$ cat config.mk
export PLATFORM = sky130hd
export DESIGN_NAME = ocfr_top
export DESIGN_NICKNAME = d
export VERILOG_FILES = /design/src/ocfr_pkg.sv /design/src/ocfr_if.sv /design/src/ocfr_regs.sv /design/src/ocfr_timer.sv /design/src/ocfr_top.sv
export SDC_FILE = /design/constraint.sdc
export NUM_CORES = 1
export LEC_CHECK = 0
export BUFFER_PORTS_ARGS = -buffer_cell sky130_fd_sc_hd__buf_2
export CAP_MARGIN = 0
export CORE_MARGIN = 8
export CORE_UTILIZATION = 58
export DETAILED_ROUTE_END_ITERATION = 8
export GPL_TIMING_DRIVEN = 0
export PLACE_DENSITY = 0.82
export SYNTH_ARGS = -nofsm -noshare
export SYNTH_HDL_FRONTEND = slang
export SYNTH_SLANG_ARGS = --single-unit
$ cat constraint.sdc
create_clock -name clk_sys_i -period 4.8 [get_ports clk_sys_i]
set_input_delay 0.72 -clock clk_sys_i [delete_from_list [all_inputs] [get_ports clk_sys_i]]
set_output_delay 0.72 -clock clk_sys_i [all_outputs]
set_load 0.05 [all_outputs]
$ cat src/ocfr_pkg.sv
// Shared constants, types and helpers for the over-current fault response block.
`default_nettype none
package ocfr_pkg;

    typedef logic [15:0] ocfr_word_t;
    typedef logic [7:0] ocfr_byte_t;
    typedef logic [1:0] ocfr_resp_t;
    typedef logic [2:0] ocfr_field3_t;

    // Command codes of the two fault-limit registers on the management port.
    localparam ocfr_byte_t OCFR_CMD_THRESH = 8'h46;
    localparam ocfr_byte_t OCFR_CMD_RESP = 8'h47;

    // Response setting field positions.
    localparam int OCFR_RESP_MSB = 7;
    localparam int OCFR_RESP_LSB = 6;
    localparam int OCFR_RETRY_MSB = 5;
    localparam int OCFR_RETRY_LSB = 3;
    localparam int OCFR_DELAY_MSB = 2;
    localparam int OCFR_DELAY_LSB = 0;

    // Linear format layout: signed exponent above a signed mantissa.
    localparam int OCFR_EXP_MSB = 15;
    localparam int OCFR_EXP_LSB = 11;
    localparam int OCFR_MANT_MSB = 10;
    localparam logic [4:0] OCFR_EXP_BIAS = 5'h10;

    // Response codes.
    localparam ocfr_resp_t OCFR_RESP_BRICK = 2'h0;
    localparam ocfr_resp_t OCFR_RESP_FLOOR = 2'h1;
    localparam ocfr_resp_t OCFR_RESP_DELAY = 2'h2;
    localparam ocfr_resp_t OCFR_RESP_RESUME = 2'h3;

    // Retry field codes with special meaning.
    localparam ocfr_field3_t OCFR_RETRY_NONE = 3'h0;
    localparam ocfr_field3_t OCFR_RETRY_FOREVER = 3'h7;

    // Reset values of the two registers.
    localparam ocfr_word_t OCFR_THRESH_RST = 16'h07FF;
    localparam ocfr_byte_t OCFR_RESP_RST = 8'h00;

    typedef enum logic [2:0] {
        OCFR_OFF, OCFR_RUN, OCFR_LIMIT, OCFR_SHUT, OCFR_LATCH, OCFR_HOLD
    } ocfr_state_e;

    // Linear value scaled by two to the sixteenth, so every exponent gives an integer.
    function automatic logic signed [42:0] ocfr_lin_to_fix(input ocfr_word_t w);
        logic signed [42:0] m;
        logic [4:0] sh;
        m = 43'(signed'(w[OCFR_MANT_MSB:0]));
        sh = w[OCFR_EXP_MSB:OCFR_EXP_LSB] + OCFR_EXP_BIAS;
        return m <<< sh;
    endfunction

    function automatic ocfr_resp_t ocfr_resp_field(input ocfr_byte_t c);
        return c[OCFR_RESP_MSB:OCFR_RESP_LSB];
    endfunction

    function automatic ocfr_field3_t ocfr_retry_field(input ocfr_byte_t c);
        return c[OCFR_RETRY_MSB:OCFR_RETRY_LSB];
    endfunction

    function automatic ocfr_field3_t ocfr_delay_field(input ocfr_byte_t c);
        return c[OCFR_DELAY_MSB:OCFR_DELAY_LSB];
    endfunction

endpackage
`default_nettype wire

$ cat src/ocfr_if.sv
// Carrier between the fault core, its register store and its delay timer.
`default_nettype none
interface ocfr_if;
    import ocfr_pkg::*;
    logic ce;
    ocfr_word_t thresh;
    ocfr_byte_t resp_cfg;
    logic tmr_start;
    ocfr_field3_t tmr_exp;
    ocfr_word_t tmr_unit;
    logic tmr_done;

    modport regs (input ce, output thresh, output resp_cfg);
    modport tmr (input ce, input tmr_start, input tmr_exp, input tmr_unit, output tmr_done);
    modport core (output ce, input thresh, input resp_cfg, output tmr_start, output tmr_exp,
                  output tmr_unit, input tmr_done);
endinterface
`default_nettype wire

$ cat src/ocfr_regs.sv
// Register store for the current threshold and the response setting.
`default_nettype none
module ocfr_regs (
    input wire logic clk_sys_i,
    input wire logic rst_i,
    ocfr_if.regs bus,
    input wire ocfr_pkg::ocfr_byte_t cmd_code_i,
    input wire logic cmd_wr_i,
    input wire logic cmd_rd_i,
    input wire ocfr_pkg::ocfr_word_t cmd_wdata_i,
    output ocfr_pkg::ocfr_word_t cmd_rdata_o,
    output logic cmd_rvalid_o
);
    import ocfr_pkg::*;

    typedef struct packed {
        ocfr_word_t thresh;
        ocfr_byte_t cfg;
        ocfr_word_t rdata;
        logic rvalid;
    } ocfr_regs_s;

    ocfr_regs_s r;
    ocfr_regs_s n;

    // Writes land by command code; reads answer one cycle later, zero for unknown codes.
    always_comb begin
        n = r;
        n.rvalid = cmd_rd_i;
        if (cmd_wr_i) begin
            if (cmd_code_i == OCFR_CMD_THRESH) begin
                n.thresh = cmd_wdata_i;
            end else if (cmd_code_i == OCFR_CMD_RESP) begin
                n.cfg = cmd_wdata_i[OCFR_RESP_MSB:0];
            end
        end
        if (cmd_rd_i) begin
            if (cmd_code_i == OCFR_CMD_THRESH) begin
                n.rdata = r.thresh;
            end else if (cmd_code_i == OCFR_CMD_RESP) begin
                n.rdata = {8'h00, r.cfg};
            end else begin
                n.rdata = '0;
            end
        end
    end

    // State register, frozen while the clock enable is low.
    always_ff @(posedge clk_sys_i) begin
        if (rst_i) begin
            r <= '{thresh: OCFR_THRESH_RST, cfg: OCFR_RESP_RST, default: '0};
        end else if (bus.ce) begin
            r <= n;
        end
    end

    assign bus.thresh = r.thresh;
    assign bus.resp_cfg = r.cfg;
    assign cmd_rdata_o = r.rdata;
    assign cmd_rvalid_o = r.rvalid;

endmodule // ocfr_regs
`default_nettype wire

$ cat src/ocfr_timer.sv
// Delay timer: counts two-to-the-field time units, each unit a programmed number of cycles.
`default_nettype none
module ocfr_timer (
    input wire logic clk_sys_i,
    input wire logic rst_i,
    ocfr_if.tmr bus
);
    import ocfr_pkg::*;

    typedef struct packed {
        logic busy;
        ocfr_word_t pre;
        ocfr_byte_t units;
        logic done;
    } ocfr_tmr_s;

    ocfr_tmr_s r;
    ocfr_tmr_s n;
    ocfr_word_t unit_last;
    ocfr_byte_t mult_last;

    // A unit of zero cycles is treated as one, so the timer always ends.
    always_comb begin
        unit_last = (bus.tmr_unit == '0) ? '0 : 16'(bus.tmr_unit - 16'h0001);
        mult_last = 8'((8'h01 << bus.tmr_exp) - 8'h01);
        n = r;
        n.done = 1'b0;
        if (bus.tmr_start) begin
            n.busy = 1'b1;
            n.pre = '0;
            n.units = '0;
        end else if (r.busy) begin
            if (r.pre >= unit_last) begin
                n.pre = '0;
                if (r.units >= mult_last) begin
                    n.busy = 1'b0;
                    n.done = 1'b1;
                end else begin
                    n.units = 8'(r.units + 8'h01);
                end
            end else begin
                n.pre = 16'(r.pre + 16'h0001);
            end
        end
    end

    always_ff @(posedge clk_sys_i) begin
        if (rst_i) begin
            r <= '0;
        end else if (bus.ce) begin
            r <= n;
        end
    end

    assign bus.tmr_done = r.done;

endmodule // ocfr_timer
`default_nettype wire

$ cat src/ocfr_top.sv
// Over-current fault response: limit compare, response state machine and retry control.
// Behaviour
// - Hold 16-bit Linear threshold as current limit.
// - Any response sets the over-current fault flag.
// - Notify host on every detected over-current.
// - Code 00: limit current forever, ignore voltage.
// - Code 01: limit while voltage above floor.
// - Code 01: below floor, shut down, then retry.
// - Code 10: limit for multiplier times time unit.
// - Code 10: still limiting at expiry, then retry.
// - Code 11: output off while over-current persists.
// - Code 11: re-enable output once over-current clears.
// - Retry field sets number of restart attempts.
// - Retry zero means no restart attempt.
// - Retry all ones restarts without limit.
// - No retry: stay off until fault cleared.
// - Delay multiplier is two to the field.
// - Same delay for run-on and restart spacing.
`default_nettype none
module ocfr_top (
    input wire logic clk_sys_i,
    input wire logic rst_i,
    input wire logic ce_i,
    input wire ocfr_pkg::ocfr_byte_t cmd_code_i,
    input wire logic cmd_wr_i,
    input wire logic cmd_rd_i,
    input wire ocfr_pkg::ocfr_word_t cmd_wdata_i,
    output ocfr_pkg::ocfr_word_t cmd_rdata_o,
    output logic cmd_rvalid_o,
    input wire ocfr_pkg::ocfr_word_t iout_meas_i,
    input wire ocfr_pkg::ocfr_word_t vout_meas_i,
    input wire ocfr_pkg::ocfr_word_t overcurrent_voltage_floor_i,
    input wire ocfr_pkg::ocfr_word_t time_unit_cycles_i,
    input wire logic output_on_i,
    input wire logic fault_clear_i,
    output logic output_enable_o,
    output logic current_limit_o,
    output ocfr_pkg::ocfr_word_t limit_level_o,
    output logic oc_fault_flag_o,
    output logic host_alert_o
);
    import ocfr_pkg::*;

    typedef struct packed {
        ocfr_state_e st;
        ocfr_field3_t retry;
        logic flag;
        logic alert;
        logic out_en;
        logic cc_lim;
        logic tstart;
    } ocfr_core_s;

    ocfr_if bus ();

    ocfr_core_s r;
    ocfr_core_s n;
    logic oc;
    logic below_floor;
    logic tmr_fire;
    ocfr_resp_t resp;
    ocfr_field3_t retry_cfg;

    ocfr_regs u_regs (
        .clk_sys_i(clk_sys_i),
        .rst_i(rst_i),
        .bus(bus.regs),
        .cmd_code_i(cmd_code_i),
        .cmd_wr_i(cmd_wr_i),
        .cmd_rd_i(cmd_rd_i),
        .cmd_wdata_i(cmd_wdata_i),
        .cmd_rdata_o(cmd_rdata_o),
        .cmd_rvalid_o(cmd_rvalid_o)
    );

    ocfr_timer u_timer (
        .clk_sys_i(clk_sys_i),
        .rst_i(rst_i),
        .bus(bus.tmr)
    );

    // Timer and enable feed; the delay field sets both run-on time and restart spacing.
    assign bus.ce = ce_i;
    assign bus.tmr_start = r.tstart;
    assign bus.tmr_exp = ocfr_delay_field(bus.resp_cfg);
    assign bus.tmr_unit = time_unit_cycles_i;

    // Both sides are decoded from Linear format so differing exponents still compare correctly.
    assign oc = ocfr_lin_to_fix(iout_meas_i) > ocfr_lin_to_fix(bus.thresh);
    // The floor shares the output-voltage exponent, so the raw mantissas compare directly.
    assign below_floor = vout_meas_i < overcurrent_voltage_floor_i;
    assign resp = ocfr_resp_field(bus.resp_cfg);
    assign retry_cfg = ocfr_retry_field(bus.resp_cfg);
    // A done that lands while a fresh start is still in flight belongs to the old run.
    assign tmr_fire = bus.tmr_done && !r.tstart;

    // Next-state logic of the response machine.
    always_comb begin
        logic set_ev;
        logic shut_req;
        set_ev = 1'b0;
        shut_req = 1'b0;
        n = r;
        n.alert = 1'b0;
        n.tstart = 1'b0;
        unique case (r.st)
            OCFR_OFF: begin
                if (output_on_i) begin
                    n.st = OCFR_RUN;
                    n.retry = retry_cfg;
                end
            end
            OCFR_RUN: begin
                if (!output_on_i) begin
                    n.st = OCFR_OFF;
                end else if (oc) begin
                    set_ev = 1'b1;
                    n.alert = 1'b1;
                    if (resp == OCFR_RESP_RESUME) begin
                        n.st = OCFR_HOLD;
                    end else begin
                        n.st = OCFR_LIMIT;
                        n.tstart = (resp == OCFR_RESP_DELAY);
                    end
                end
            end
            OCFR_LIMIT: begin
                shut_req = ((resp == OCFR_RESP_FLOOR) && below_floor)
                    || ((resp == OCFR_RESP_DELAY) && tmr_fire);
                if (!output_on_i) begin
                    n.st = OCFR_OFF;
                end else if (!oc) begin
                    n.st = OCFR_RUN;
                    n.retry = retry_cfg;
                end else if (shut_req) begin
                    if (r.retry == OCFR_RETRY_NONE) begin
                        n.st = OCFR_LATCH;
                    end else begin
                        n.st = OCFR_SHUT;
                        n.tstart = 1'b1;
                    end
                end
            end
            OCFR_SHUT: begin
                if (!output_on_i) begin
                    n.st = OCFR_OFF;
                end else if (tmr_fire) begin
                    n.st = OCFR_RUN;
                    if (r.retry != OCFR_RETRY_FOREVER) begin
                        n.retry = 3'(r.retry - 3'h1);
                    end
                end
            end
            OCFR_LATCH: begin
                if (fault_clear_i) begin
                    n.st = OCFR_OFF;
                end
            end
            OCFR_HOLD: begin
                if (!output_on_i) begin
                    n.st = OCFR_OFF;
                end else if (!oc) begin
                    n.st = OCFR_RUN;
                end
            end
            default: begin
                n.st = OCFR_OFF;
            end
        endcase
        if (fault_clear_i) begin
            n.retry = retry_cfg;
        end
        // A new detection in the clearing cycle keeps the flag set.
        n.flag = set_ev || (r.flag && !fault_clear_i);
        n.out_en = (n.st == OCFR_RUN) || (n.st == OCFR_LIMIT);
        n.cc_lim = (n.st == OCFR_LIMIT);
    end

    // State register, frozen while the clock enable is low.
    always_ff @(posedge clk_sys_i) begin
        if (rst_i) begin
            r <= '{st: OCFR_OFF, default: '0};
        end else if (ce_i) begin
            r <= n;
        end
    end

    assign output_enable_o = r.out_en;
    assign current_limit_o = r.cc_lim;
    assign limit_level_o = bus.thresh;
    assign oc_fault_flag_o = r.flag;
    assign host_alert_o = r.alert;
endmodule // ocfr_top
`default_nettype wire

==> results of run 1 <==
## cell type report
cell class,instances,area (sq um)
plain buffers,56,214
clock buffers,11,243
clock inverters,5,58.8
fillers,1131,4200
inverters,46,173
multi-input cells,886,5880
flip-flops and latches,78,1560
well taps,176,220
repair buffers,128,641
## how the worst min path moves through the flow
stage | from | endpoint | slack (ns)
floorplan | u_timer.bus.tmr_done | u_timer.bus.tmr_done | 0.44
finish | current_limit_o | current_limit_o | 0.47
detailed placement | current_limit_o | current_limit_o | 0.46
global placement | u_regs.cmd_rvalid_o | u_regs.cmd_rvalid_o | 0.45
global route | current_limit_o | current_limit_o | 0.48
CTS | current_limit_o | current_limit_o | 0.47
## state kept, by name, indices dropped and copies added (netlist names), 6 cells and up
name / count
u_regs.bus.thresh: 16
r: 6
u_regs.bus.resp_cfg: 8
u_timer.r: 25
u_regs.cmd_rdata_o: 16
## cells in the final DEF, fill, tap and decap left out, drive strengths merged, types with 13 or more instances in the layout
cell	count
buf	134
nand2	119
nor2	106
a21oi	91
ha	87
dfxtp	78
o21ai	68
clkbuf	61
mux2i	57
nor3	46
inv	43
nor2b	27
nand3	27
a22oi	16
a211o	15
a211oi	15
nand2b	14
nand4	14
and3	13
## worst register-to-register path: stages, from the launching register on
cell                       delay, ns
sky130_fd_sc_hd__dfxtp_1        0.34
sky130_fd_sc_hd__clkbuf_1       0.32
sky130_fd_sc_hd__clkinv_1       0.31
sky130_fd_sc_hd__nor3_1         0.24
sky130_fd_sc_hd__a21oi_1        0.08
sky130_fd_sc_hd__and2_1         0.19
sky130_fd_sc_hd__a211oi_1       0.20
sky130_fd_sc_hd__a21oi_1        0.09
sky130_fd_sc_hd__a21boi_0       0.32
sky130_fd_sc_hd__ha_1           0.31
sky130_fd_sc_hd__nand4_1        0.14
sky130_fd_sc_hd__nor3_1         0.06
sky130_fd_sc_hd__a21oi_1        0.37
sky130_fd_sc_hd__o21ai_1        0.20
sky130_fd_sc_hd__or3_2          0.53
sky130_fd_sc_hd__a31oi_2        0.17
sky130_fd_sc_hd__or4b_1         0.46
sky130_fd_sc_hd__a31oi_1        0.13
## synthesized netlist by cell type (all sizes together), types with 4 or more instances
master | number | area, sq um
nor3b | 8 | 60.1
clkbuf | 49 | 184
nand3 | 27 | 135
nor4 | 8 | 56.3
a21o | 12 | 90.1
and3 | 13 | 81.3
xor2 | 6 | 52.6
nor3 | 46 | 235
nor2b | 27 | 169
a211oi | 15 | 135
buf | 7 | 27.5
inv | 43 | 161
a22oi | 16 | 120
o21ai | 68 | 344
a211o | 15 | 131
a21boi | 12 | 90.1
nand2b | 14 | 95.1
o211ai | 10 | 75.1
xnor2 | 7 | 61.3
a31oi | 6 | 43.8
nor2 | 106 | 398
nand4 | 14 | 93.8
or3 | 6 | 38.8
nand4b | 5 | 43.8
nand2 | 119 | 447
o21bai | 4 | 33.8
nand3b | 7 | 52.6
or2 | 6 | 37.5
mux2 | 9 | 101
mux2i | 57 | 571
a21oi | 91 | 455
ha | 87 | 1090
and2 | 10 | 62.6
or4 | 5 | 37.5
dfxtp | 78 | 1560
o22ai | 10 | 62.6
## metrics by stage
stage               total power [W]  worst slack (ns)  TNS (ns)  cells
floorplan                  0.000892             0.429         0   1066
global placement           0.000994            -0.228     -3.00   1370
detailed placement          0.00100            -0.348     -4.38   1370
CTS                         0.00169             0.127         0   1386
global route                0.00177          -0.00200  -0.00200   1386
finish                      0.00170             0.206         0   1386
## metal layers
metal | track usage, % | vias to the layer above | wire, microns
li1 | - | 4164 | -
met2 | 44.5 | 322 | 11500
met4 | 7.72 | 0 | 467
met3 | 4.57 | 47 | 1500
met5 | 0 | - | 0
met1 | 30.0 | 3924 | 9350
## what timing repair did
item | in CTS | in global routing
endpoints found under the setup margin | 1 | 6
gates resized for setup | 1 | 5
setup buffers | 0 | 0
gates cloned | 0 | 0
pin swaps | 0 | 0
## cell families after synthesis
kind of cell / after synthesis / synth area share [%]
AOI/OAI and AO/OA: 292 / 24.2
xor gates and xnor gates: 13 / 1.46
adders and majority gates: 87 / 13.9
buffers and inverters: 102 / 4.92
DFF: 78 / 20.0
muxes: 66 / 8.60
other: 1 / 0.0480
and+or+nand+nor: 427 / 26.9
## where the power goes
part,switching (W),internal (W)
Combinational,0.000205,0.000136
Clock,0.000283,0.000417
Sequential,0.00000277,0.000651
Total,0.000491,0.00120
==> Flow_metrics.wiki, run 1 <==
{| class="wikitable"
! Metric !! Value
|-
| Run status || finished clean
|-
| End of the worst register-to-register path || output_enable_o
|-
| Setup skew after layout || between 0.005 and 0.006 ns
|-
| Worst hold margin || ~0.47 ns
|-
| Detailed-routing iteration count for the pre-antenna-repair pass || 6
|-
| Overall die width || between 100 and 150 microns
|-
| Number of instances in the synthesized netlist || 1,066
|-
| Power density over the cells || approximately 190 nW/um^2
|-
| Global-route total usage across every layer || approximately a quarter
|-
| Count of input and output buffers || approximately 130
|-
| I/O Pins || 132
|-
| N_diodes || 0
|-
| Overflow after GRT || 0
|-
| Data required, critical path || 5.07 ns
|-
| Starting utilization of the core area || 59.2%
|-
| Die footprint || 17,400 sq um
|-
| Layout Nets || approximately 1,400
|-
| Seq/Total Area, Yosys || about a fifth
|-
| Clock transition at the registers of the reported paths || approximately 0.060 ns
|-
| Initial antenna violation count || 0
|-
| Arr. time, crit path || 4.87 ns
|-
| Total number of cells along the worst setup path || 17
|-
| Die Y || 132 microns
|-
| Number of rows in the core area || 42
|-
| Number of failing setup endpoints in the final timing report || 0
|-
| Library cell contributing the largest single delay on the critical path || sky130_fd_sc_hd__or3_2
|-
| Post-synthesis async set-or-reset flop share || 0%
|-
| FF-to-FF path depth || 17
|-
| Slowest cell delay on critical path || between 0.5 and 0.6 ns
|-
| Startpoint types || input pin
|-
| Count of nets left with antenna violations after detail routing || 0
|-
| Classification of the worst-slack hold path || reg2reg
|-
| Post-layout utilization of the core || 68.2%
|-
| Inserted Clock Buffers || 9
|-
| Path type of the worst setup path || in2reg
|-
| Max IR drop VDD || about 170 uV
|-
| Quantity of hold-fixing buffers added after cts || 0
|-
| Leading register cell type out of synthesis || sky130_fd_sc_hd__dfxtp_1
|-
| Unrepaired setup endpoints after global routing || true
|-
| Worst Setup End Kind || flip-flop
|-
| Kind of cell adding the most delay to the critical path || compound AO/OA/AOI/OAI gates
|-
| Maximum clock frequency || around 220 MHz
|-
| Synthesized area per cell || 7.33 sq um
|-
| Clock latency reported for the late side of the worst-skew pair || 0.34 ns
|-
| Layout Cell Area excl Fill || 8990 sq um
|-
| Final number of max-transition violations || 0
|-
| Max_slew headroom || a little over a quarter
|-
| 1st-iter DRT viols || ~760
|-
| Worst path buffer plus inverter count || 2
|-
| Area Overhead vs Synth || 15.1%
|-
| Core footprint || 13,200 sq um
|-
| Wire length of the first global-routing pass || about 37 mm
|-
| Final weighted congestion in routability-driven placement || approximately 0.96
|-
| Clock tree from TritonCTS || yes
|-
| Max-Cap Viols || 0
|-
| CTS Root Cell || sky130_fd_sc_hd__clkbuf_16
|-
| Routed len/inst || between 15 and 20 microns
|-
| Maximum level of the CTS H-tree || 3
|-
| Final WL || 22.8 mm
|-
| Cell type with the highest occurrence count on the critical path || sky130_fd_sc_hd__a21oi_1
|-
| Via count || ~8,500
|-
| Flops & latches, synth || 78
|-
| R2R setup slack || roughly 0.27 ns
|-
| Shortest clock period the worst path allows after layout || 4.59 ns
|-
| Syn_nets || between 1,000 and 1,500
|-
| Cell-by-cell trace of the critical path || clkbuf_1, clkbuf_2, mux2i_1, a21oi_1, mux2i_1, nand2_1, a21oi_1, nor2_1, ha_1, a21oi_1, o21ai_1, a21oi_1, o21ai_1, or3_2, a31oi_2, or4b_1, a31oi_1
|-
| Worst R2R Start || u_regs.bus.thresh[11]
|-
| Via count of the first global-routing pass || roughly 8,000
|-
| Remaining DRCs || 0
|-
| CP Capture Point || output_enable_o
|-
| Count of flip-flops with a built-in enable after synthesis || 0
|-
| Count of unique library cells instantiated by Yosys || 74
|-
| Share of the clock period used by the worst path after layout || a little over nine tenths
|-
| Crit path from || iout_meas_i[12]
|-
| Hold Path Stages || 2
|-
| LEAKAGE || 3.89 nW
|-
| Mapped Area || between 7000 and 8000 sq um
|-
| Highest net fanout along the worst path || 10
|-
| Count of final hold-check violations || 0
|-
| TritonCTS sink count || between 70 and 80
|-
| Worst-case clock buffer depth || 2
|-
| Cell Area, Placed || 8670 sq um
|-
| Maximum number of pins on one net before global-route repair || 14
|-
| Detailed placement HPWL || approximately 18 mm
|-
| Vias/cell || approximately 6
|-
| Measured slew at the worst slew-check pin || ~1.1 ns
|-
| Count of yosys warnings during synthesis || 0
|-
| Share of post-route cells with drive strength above 1 || about 15%
|}
(Power assumes the default switching activity.)
==> run 2, diff against run 1 <==
--- a/config.mk
+++ b/config.mk
@@ -5,13 +5,14 @@
 export SDC_FILE = /design/constraint.sdc
 export NUM_CORES = 1
 export LEC_CHECK = 0
+export ABC_AREA = 1
 export BUFFER_PORTS_ARGS = -buffer_cell sky130_fd_sc_hd__buf_2
 export CAP_MARGIN = 0
 export CORE_MARGIN = 8
-export CORE_UTILIZATION = 58
+export CORE_UTILIZATION = 53
 export DETAILED_ROUTE_END_ITERATION = 8
 export GPL_TIMING_DRIVEN = 0
-export PLACE_DENSITY = 0.82
+export PLACE_DENSITY = 0.79
 export SYNTH_ARGS = -nofsm -noshare
 export SYNTH_HDL_FRONTEND = slang
 export SYNTH_SLANG_ARGS = --single-unit
==> constraint.sdc (replaced) <==
create_clock -name clk_sys_i -period 4 [get_ports clk_sys_i]
set_input_delay 0.6 -clock clk_sys_i [delete_from_list [all_inputs] [get_ports clk_sys_i]]
set_output_delay 0.6 -clock clk_sys_i [all_outputs]
set_load 0.05 [all_outputs]
==> Flow_metrics.wiki, run 2 <==
{| class="wikitable"
! Metric !! Value
|-
| Shortest clock period the worst path allows after layout || roughly 3.8 ns
|-
| Via count of the first global-routing pass || 8,190 (+1.9%)
|-
| Layout Nets || 1,613 (+16%)
|-
| Flops & latches, synth || 78 (unchanged)
|-
| Maximum clock frequency || approximately 260 MHz
|-
| Worst-case setup slack after placement || -0.386 ns (-0.0380 ns)
|-
| Worst-case clock buffer depth || 2 (unchanged)
|-
| Fraction of power spent switching nets || 29.7% (+0.77 points)
|-
| Dominant cell type by area after synthesis || sky130_fd_sc_hd__dfxtp_1
|-
| Final number of max-transition violations || 0 (unchanged)
|-
| N_diodes || 0 (unchanged)
|-
| Count of nets left with antenna violations after detail routing || 0 (unchanged)
|-
| Vias/cell || 5.47 (-10%)
|-
| Seq/Total Area, Yosys || 19.9% (-0.14 points)
|-
| Largest reg by FF count || u_timer.r
|-
| Unrepaired setup endpoints after global routing || true
|-
| Number of rows in the core area || 44 (+4.8%)
|-
| Maximum number of pins on one net before global-route repair || 14 (unchanged)
|-
| Count of unique library cells instantiated by Yosys || 47 (-36%)
|-
| Measured slew at the worst slew-check pin || 0.688 ns (-0.400 ns)
|-
| Maximum level of the CTS H-tree || 3 (unchanged)
|-
| 1st-iter DRT viols || 638 (-16%)
|-
| Wire length of the first global-routing pass || 37.6 mm (+0.39%)
|-
| R2R setup slack || 0.27 ns (about the same)
|-
| Initial antenna violation count || 0 (unchanged)
|-
| Count of input and output buffers || 128 (unchanged)
|-
| CTS Root Cell || sky130_fd_sc_hd__clkbuf_16
|-
| Min setup slack post-route || 0.151 ns (-0.0544 ns)
|-
| TritonCTS sink count || 78 (unchanged)
|-
| Starting utilization of the core area || 54.1% (-5.1 points)
|-
| Core footprint || 14,500 sq um (+10%)
|-
| Max_slew headroom || 53.8% (+27 points)
|-
| Hold Path Stages || 2 (unchanged)
|-
| Area Overhead vs Synth || 16.0%
|-
| Count of final hold-check violations || 0 (unchanged)
|-
| Remaining DRCs || 0 (unchanged)
|-
| Routed len/inst || 14.3 microns (-13%)
|-
| Share of the clock period used by the worst path after layout || around 96%
|-
| Inserted Clock Buffers || 9 (unchanged)
|-
| Count of yosys warnings during synthesis || 0 (unchanged)
|-
| Commonest non-fill, non-tap cells in the layout || sky130_fd_sc_hd__nand2_1 (302), sky130_fd_sc_hd__inv_1 (163), sky130_fd_sc_hd__o21ai_0 (155), sky130_fd_sc_hd__buf_2 (129), sky130_fd_sc_hd__nor2_1 (114)
|-
| Net switching component of the power || 0.000654 W (+33%)
|-
| Overflow after GRT || 0 (unchanged)
|-
| FF-to-FF path depth || 23 (+6)
|-
| Clk network pwr share || 41.6% (+0.3 points)
|-
| Worst R2R Start || u_regs.bus.thresh[11]
|-
| Classification of the worst-slack hold path || reg2reg
|-
| Die footprint || 19,000 sq um (+8.9%)
|-
| Synthesized area per cell || 6.10 sq um (-17%)
|-
| End of the worst register-to-register path || output_enable_o
|-
| Post-synthesis async set-or-reset flop share || 0% (unchanged)
|-
| Detailed placement HPWL || 18.9 mm (+4.3%)
|-
| Worst hold margin || 0.464 ns (-0.00396 ns)
|-
| Overall die width || 138 microns (+4.4%)
|-
| Number of failing setup endpoints in the final timing report || 0 (unchanged)
|-
| Worst Setup End Kind || flip-flop
|-
| Syn_nets || 1,471 (+18%)
|-
| Most common library cells after synthesis || sky130_fd_sc_hd__nand2_1 (302), sky130_fd_sc_hd__o21ai_0 (166), sky130_fd_sc_hd__inv_1 (163)
|-
| Max IR drop VDD || 238 uV (+43%)
|-
| Int Pwr || 0.00155 W (+28%)
|-
| Via count || 8,855 (+4.7%)
|-
| Clock latency reported for the late side of the worst-skew pair || 0.34 ns (about the same)
|-
| Clock transition at the registers of the reported paths || 0.06 ns (about the same)
|-
| Detailed-routing iteration count for the pre-antenna-repair pass || 6 (unchanged)
|-
| Mapped Area || 7870 sq um (+0.70%)
|-
| Setup skew after layout || 0.00707 ns (+0.00153 ns)
|-
| Quantity of hold-fixing buffers added after cts || 0 (unchanged)
|-
| Most numerous cell in the Yosys netlist || sky130_fd_sc_hd__nand2_1
|-
| I/O Pins || 132 (unchanged)
|-
| Run status || finished clean
|-
| Relative contribution of combinational cells to total power || 22.0% (+1.9 points)
|-
| Hold path startpoint || host_alert_o
|-
| Leading register cell type out of synthesis || sky130_fd_sc_hd__dfxtp_1
|-
| Final weighted congestion in routability-driven placement || 1.02 (+6.2%)
|-
| Most common cell after layout, fill and taps aside || sky130_fd_sc_hd__nand2_1
|-
| Fraction of synthesized cell area taken by the top area cell type || 19.9% (-0.14 points)
|-
| Endpoint of the worst hold path || host_alert_o
|-
| Startpoint types || input pin
|-
| Power density over the cells || 241 nW/um^2 (+28%)
|-
| Number of instances in the synthesized netlist || 1,289 (+21%)
|-
| Clock tree from TritonCTS || yes
|-
| Count of flip-flops with a built-in enable after synthesis || 0 (unchanged)
|-
| Die Y || 138 microns (+4.4%)
|-
| Global-route total usage across every layer || 24.2% (-0.97 points)
|-
| Share of post-route cells with drive strength above 1 || 14.0% (-0.80 points)
|-
| Data required, critical path || 4.23 ns (-0.84 ns)
|-
| Path type of the worst setup path || in2reg
|-
| Flip-flop count of the largest register after layout || 25 (unchanged)
|-
| Highest net fanout along the worst path || 10 (unchanged)
|-
| Final WL || 23.1 mm (+1.4%)
|-
| Arr. time, crit path || 4.07 ns (-0.80 ns)
|-
| Sequential share of power || 36.5% (-2.1 points)
|-
| Max-Cap Viols || 0 (unchanged)
|-
| LEAKAGE || 4.59 nW (+18%)
|-
| Top cells by area, synth || sky130_fd_sc_hd__dfxtp_1 (20%), sky130_fd_sc_hd__nand2_1 (14%), sky130_fd_sc_hd__ha_1 (14%)
|}
[run 2: worst max-delay path by stage]
stage | start | endpoint | slack (ns) | cells after the start
3_5_place_dp | time_unit_cycles_i[0] | u_timer.r[2] | -0.39 | 23
5_1_grt | time_unit_cycles_i[0] | u_timer.r[2] | -0.06 | 23
4_1_cts | time_unit_cycles_i[0] | u_timer.r[20] | 0.05 | 25
3_3_place_gp | time_unit_cycles_i[0] | u_timer.r[2] | -0.30 | 23
2_1_floorplan | time_unit_cycles_i[0] | u_timer.r[20] | 0.39 | 24
6_report | time_unit_cycles_i[0] | u_timer.r[2] | 0.15 | 23
[run 2: critical path, cell delays in order]
cell and delay (ns):
sky130_fd_sc_hd__buf_2 0.12, sky130_fd_sc_hd__inv_1 0.11, sky130_fd_sc_hd__ha_1 0.19, sky130_fd_sc_hd__nand2_1 0.10, sky130_fd_sc_hd__nor2_2 0.12, sky130_fd_sc_hd__inv_1 0.06
sky130_fd_sc_hd__nor2_2 0.14, sky130_fd_sc_hd__inv_1 0.07, sky130_fd_sc_hd__nor2_2 0.13, sky130_fd_sc_hd__inv_1 0.10, sky130_fd_sc_hd__or4_1 0.40, sky130_fd_sc_hd__a32oi_1 0.19
sky130_fd_sc_hd__ha_1 0.26, sky130_fd_sc_hd__nand2_1 0.06, sky130_fd_sc_hd__inv_1 0.05, sky130_fd_sc_hd__nand3_1 0.09, sky130_fd_sc_hd__inv_1 0.05, sky130_fd_sc_hd__a21oi_1 0.18
sky130_fd_sc_hd__nand3_2 0.18, sky130_fd_sc_hd__o21ai_1 0.60, sky130_fd_sc_hd__nor2_1 0.09, sky130_fd_sc_hd__a21oi_1 0.14, sky130_fd_sc_hd__nor2_1 0.05
[run 2: final cells by class]
| type | instances | area [sq um] |
|---|---|---|
| multi-input combinational | 994 | 5470 |
| fill | 1434 | 5410 |
| sequential | 78 | 1560 |
| timing repair buffer | 131 | 663 |
| inverter | 169 | 634 |
| clock buffer | 12 | 256 |
| tap | 184 | 230 |
| buffer | 48 | 223 |
| clock inverter | 4 | 77.6 |
[run 2: metal layers]
metal	track usage, %	vias to the layer above	routed length [microns]
li1	-	4573	-
met1	30.8	3893	10500
met2	39.8	333	10400
met3	4.08	56	1560
met4	9.31	0	708
met5	0	-	0
[run 2: metrics by stage]
stage	TNS [ns]	utilization, %	area (sq um)	instances	power (W)
3_5_place_dp	-7.25	60.1	8740	1601	0.00129
6_report	0	62.8	9120	1620	0.00220
5_1_grt	-0.365	62.8	9120	1620	0.00230
4_1_cts	0	62.5	9080	1617	0.00220
3_3_place_gp	-4.97	60.1	8740	1601	0.00129
2_1_floorplan	0	-	7870	1289	0.00114
[run 2: power groups by stage]
stage	Sequential [W]	Clock (W)	Combinational, W
finish	0.000803	0.000915	0.000484
floorplan	0.000857	0	0.000287
global placement	0.000819	0	0.000466
detailed placement	0.000820	0	0.000474
CTS	0.000803	0.000922	0.000477
global route	0.000805	0.000954	0.000545
[run 2: kinds of logic (layout without fill, tap and decap cells)]
kind of cell,after synthesis,count (layout),synth area share [%]
DFF,78,78,19.9
other,1,1,0.0477
AOI/OAI and AO/OA,316,316,21.3
muxes,12,12,1.53
xor gates and xnor gates,17,17,1.89
and+or+nand+nor,561,561,30.8
buffers and inverters,217,364,10.8
adders and majority gates,87,87,13.8
[run 2: repair_timing]
action,in CTS,in global routing
setup buffers,0,3
resized for setup,2,28
setup endpoints to repair,10,29
pin swaps,0,1
==> run 3, diff against run 2 <==
--- a/config.mk
+++ b/config.mk
@@ -8,9 +8,9 @@
 export ABC_AREA = 1
 export BUFFER_PORTS_ARGS = -buffer_cell sky130_fd_sc_hd__buf_2
 export CAP_MARGIN = 0
-export CORE_MARGIN = 8
 export CORE_UTILIZATION = 53
 export DETAILED_ROUTE_END_ITERATION = 8
+export GPL_ROUTABILITY_DRIVEN = 1
 export GPL_TIMING_DRIVEN = 0
 export PLACE_DENSITY = 0.79
 export SYNTH_ARGS = -nofsm -noshare
==> Flow_metrics.wiki, run 3 (synthesis gave the netlist of run 2 again) <==
{| class="wikitable"
! Metric !! Value
|-
| Run status || finished clean
|-
| Worst-case clock buffer depth || 2 (unchanged)
|-
| Cell total after placement || 1,601 (unchanged)
|-
| Library cell contributing the largest single delay on the critical path || sky130_fd_sc_hd__or4_1
|-
| CTS Root Cell || sky130_fd_sc_hd__clkbuf_16
|-
| Detailed placement HPWL || 18.1 mm (-4.1%)
|-
| Net switching component of the power || 0.000672 W (+2.8%)
|-
| Count of final hold-check violations || 0 (unchanged)
|-
| Path type of the worst setup path || in2reg
|-
| Setup skew after layout || 0.00822 ns (+0.00115 ns)
|-
| Starting utilization of the core area || 54.1% (unchanged)
|-
| LEAKAGE || 4.61 nW (+0.25%)
|-
| Final weighted congestion in routability-driven placement || 1.03 (+0.37%)
|-
| 1st-iter DRT viols || 624 (-2.2%)
|-
| Met2 Track Usage GR || 49.2% (+9.4 points)
|-
| Share of the clock period used by the worst path after layout || 93.4% (-2.8 points)
|-
| Commonest non-fill, non-tap cells in the layout || sky130_fd_sc_hd__nand2_1 (300), sky130_fd_sc_hd__inv_1 (162), sky130_fd_sc_hd__o21ai_0 (148), sky130_fd_sc_hd__buf_2 (129), sky130_fd_sc_hd__nor2_1 (112)
|-
| Max-Cap Viols || 0 (unchanged)
|-
| Inserted Clock Buffers || 9 (unchanged)
|-
| Cell Area, Placed || 8740 sq um (unchanged)
|-
| Area Overhead vs Synth || 16.5%
|-
| TritonCTS sink count || 78 (unchanged)
|-
| Clock latency reported for the late side of the worst-skew pair || 0.35 ns (about the same)
|-
| Max_slew headroom || 56.1% (+2.3 points)
|-
| Worst path buffer plus inverter count || 9 (+2)
|-
| Hold path startpoint || host_alert_o
|-
| Die Y || 124 microns (-10%)
|-
| Worst Setup End Kind || flip-flop
|-
| Non-filler cells, final || 1,622 (+0.12%)
|-
| Data required, critical path || 4.27 ns (+0.04 ns)
|-
| Shortest clock period the worst path allows after layout || 3.74 ns (-0.113 ns)
|-
| Maximum clock frequency || 268 MHz (+3.0%)
|-
| Core footprint || 14,500 sq um (unchanged)
|-
| End of the worst register-to-register path || output_enable_o
|-
| Worst R2R Start || u_regs.bus.thresh[11]
|-
| Via count of the first global-routing pass || 7,821 (-4.5%)
|-
| I/O Pins || 132 (unchanged)
|-
| Initial antenna violation count || 0 (unchanged)
|-
| Unrepaired setup endpoints after global routing || true
|-
| Sequential share of power || 37.5% (+1.0 points)
|-
| Endpoint of the worst hold path || host_alert_o
|-
| Startpoint types || input pin
|-
| FF-to-FF path depth || 26 (+13%)
|-
| Flip-flop count of the largest register after layout || 25 (unchanged)
|-
| Fraction of power spent switching nets || 31.4% (+1.7 points)
|-
| Cell type with the highest occurrence count on the critical path || sky130_fd_sc_hd__inv_1
|-
| Int Pwr || 0.00147 W (-5.0%)
|-
| Fraction of met1 tracks used by global routing || 38.0% (+7.2 points)
|-
| Overflow after GRT || 0 (unchanged)
|-
| R2R setup slack || 0.28 ns (about the same)
|-
| Arr. time, crit path || 4.01 ns (-0.06 ns)
|-
| N_diodes || 0 (unchanged)
|-
| Share of post-route cells with drive strength above 1 || 15.4% (+1.4 points)
|-
| Clock tree from TritonCTS || yes
|-
| Via count || 8,868 (+0.15%)
|-
| Overall die width || 124 microns (-10%)
|-
| Clk network pwr share || 39.6% (-2.0 points)
|-
| Final number of max-transition violations || 0 (unchanged)
|-
| Most common cell after layout, fill and taps aside || sky130_fd_sc_hd__nand2_1
|-
| Hold Path Stages || 2 (unchanged)
|-
| Max IR drop VDD || 278 uV (+17%)
|-
| Measured slew at the worst slew-check pin || 0.658 ns (-0.0305 ns)
|-
| Number of failing setup endpoints in the final timing report || 0 (unchanged)
|-
| Relative contribution of combinational cells to total power || 22.9% (+0.9 points)
|-
| GR peak layer || met2
|-
| M3 GR Usage || 4.03% (-0.055 points)
|-
| Slowest cell delay on critical path || 0.41 ns (-0.19 ns)
|-
| Fill cells || 1,402 (-2.2%)
|-
| Highest net fanout along the worst path || 10 (unchanged)
|-
| Vias/cell || 5.47 (about the same)
|-
| Number of rows in the core area || 44 (unchanged)
|-
| Die footprint || 15,300 sq um (-19%)
|-
| Layout Cell Area excl Fill || 9160 sq um (+0.47%)
|-
| Kind of cell adding the most delay to the critical path || simple AND/OR/NAND/NOR gates
|-
| Quantity of hold-fixing buffers added after cts || 0 (unchanged)
|-
| Count of nets left with antenna violations after detail routing || 0 (unchanged)
|-
| Power density over the cells || 234 nW/um^2 (-3.2%)
|-
| Clock transition at the registers of the reported paths || 0.06 ns (about the same)
|-
| Detailed-routing iteration count for the pre-antenna-repair pass || 5 (-1)
|-
| Maximum number of pins on one net before global-route repair || 15 (+1)
|-
| Wire length of the first global-routing pass || 35.8 mm (-4.7%)
|-
| Routed len/inst || 13.8 microns (-3.2%)
|-
| Count of input and output buffers || 128 (unchanged)
|-
| Final WL || 22.4 mm (-3.1%)
|-
| Maximum level of the CTS H-tree || 3 (unchanged)
|-
| Largest reg by FF count || u_timer.r
|-
| Classification of the worst-slack hold path || reg2reg
|-
| Layout Nets || 1,615 (+0.12%)
|-
| Remaining DRCs || 0 (unchanged)
|-
| Global-route total usage across every layer || 29.4% (+5.3 points)
|}
[run 3: how the worst max path moves through the flow]
stage	from	end	cells past startpoint
after floorplan	time_unit_cycles_i[0]	u_timer.r[20]	24
after global placement	time_unit_cycles_i[0]	u_timer.r[2]	23
after detailed placement	time_unit_cycles_i[0]	u_timer.r[2]	23
after CTS	u_regs.bus.thresh[11]	output_enable_o	23
after global routing	time_unit_cycles_i[0]	u_timer.r[23]	25
final	time_unit_cycles_i[0]	u_timer.r[20]	25
[run 3: area by class of cell]
type,instances,area [sq um],area share (%)
inverters,169,634,6.92
clock buffers,10,239,2.61
well taps,184,230,2.51
multi-input cells,994,5520,60.3
plain buffers,48,228,2.48
clock inverters,6,68.8,0.751
repair buffers,133,678,7.40
flip-flops and latches,78,1560,17.1
[run 3: repair_timing]
action                                  in CTS  in global routing
endpoints found under the setup margin      10                 34
pin swaps                                    0                  5
setup buffers                                0                  5
resized for setup                            3                 55
[run 3: through the flow]
stage / setup slack, ns / util (%) / setup TNS [ns] / hold WS (ns) / total power, W
after floorplan: 0.386 / - / 0 / 0.445 / 0.00114
final: 0.264 / 63.1 / 0 / 0.469 / 0.00214
after global routing: -0.0632 / 63.1 / -0.226 / 0.493 / 0.00223
after detailed placement: -0.372 / 60.1 / -7.00 / 0.459 / 0.00130
after CTS: 0.0423 / 62.3 / 0 / 0.469 / 0.00214
after global placement: -0.279 / 60.1 / -4.86 / 0.453 / 0.00129
[run 3: routing by layer]
layer  share of wire (%)  vias to the layer above  wire, microns
met3                 6.6                       47           1490
met5                   0                        -              0
met4                 2.7                        0            607
met2                  46                      330          10200
met1                  45                     3915          10000
li1                    -                     4576              -
[run 3: worst min-delay path, stage by stage, from the launching register on]
cell and delay, ns:
sky130_fd_sc_hd__dfxtp_1 0.31, sky130_fd_sc_hd__nand2_1 0.06, sky130_fd_sc_hd__a21oi_1 0.06
[run 3: power by group through the flow]
stage	clock network (W)	logic, W	registers (W)
6_report	0.000849	0.000490	0.000803
3_3_place_gp	0	0.000469	0.000819
5_1_grt	0.000879	0.000551	0.000805
4_1_cts	0.000853	0.000479	0.000803
3_5_place_dp	0	0.000476	0.000820
2_1_floorplan	0	0.000287	0.000857
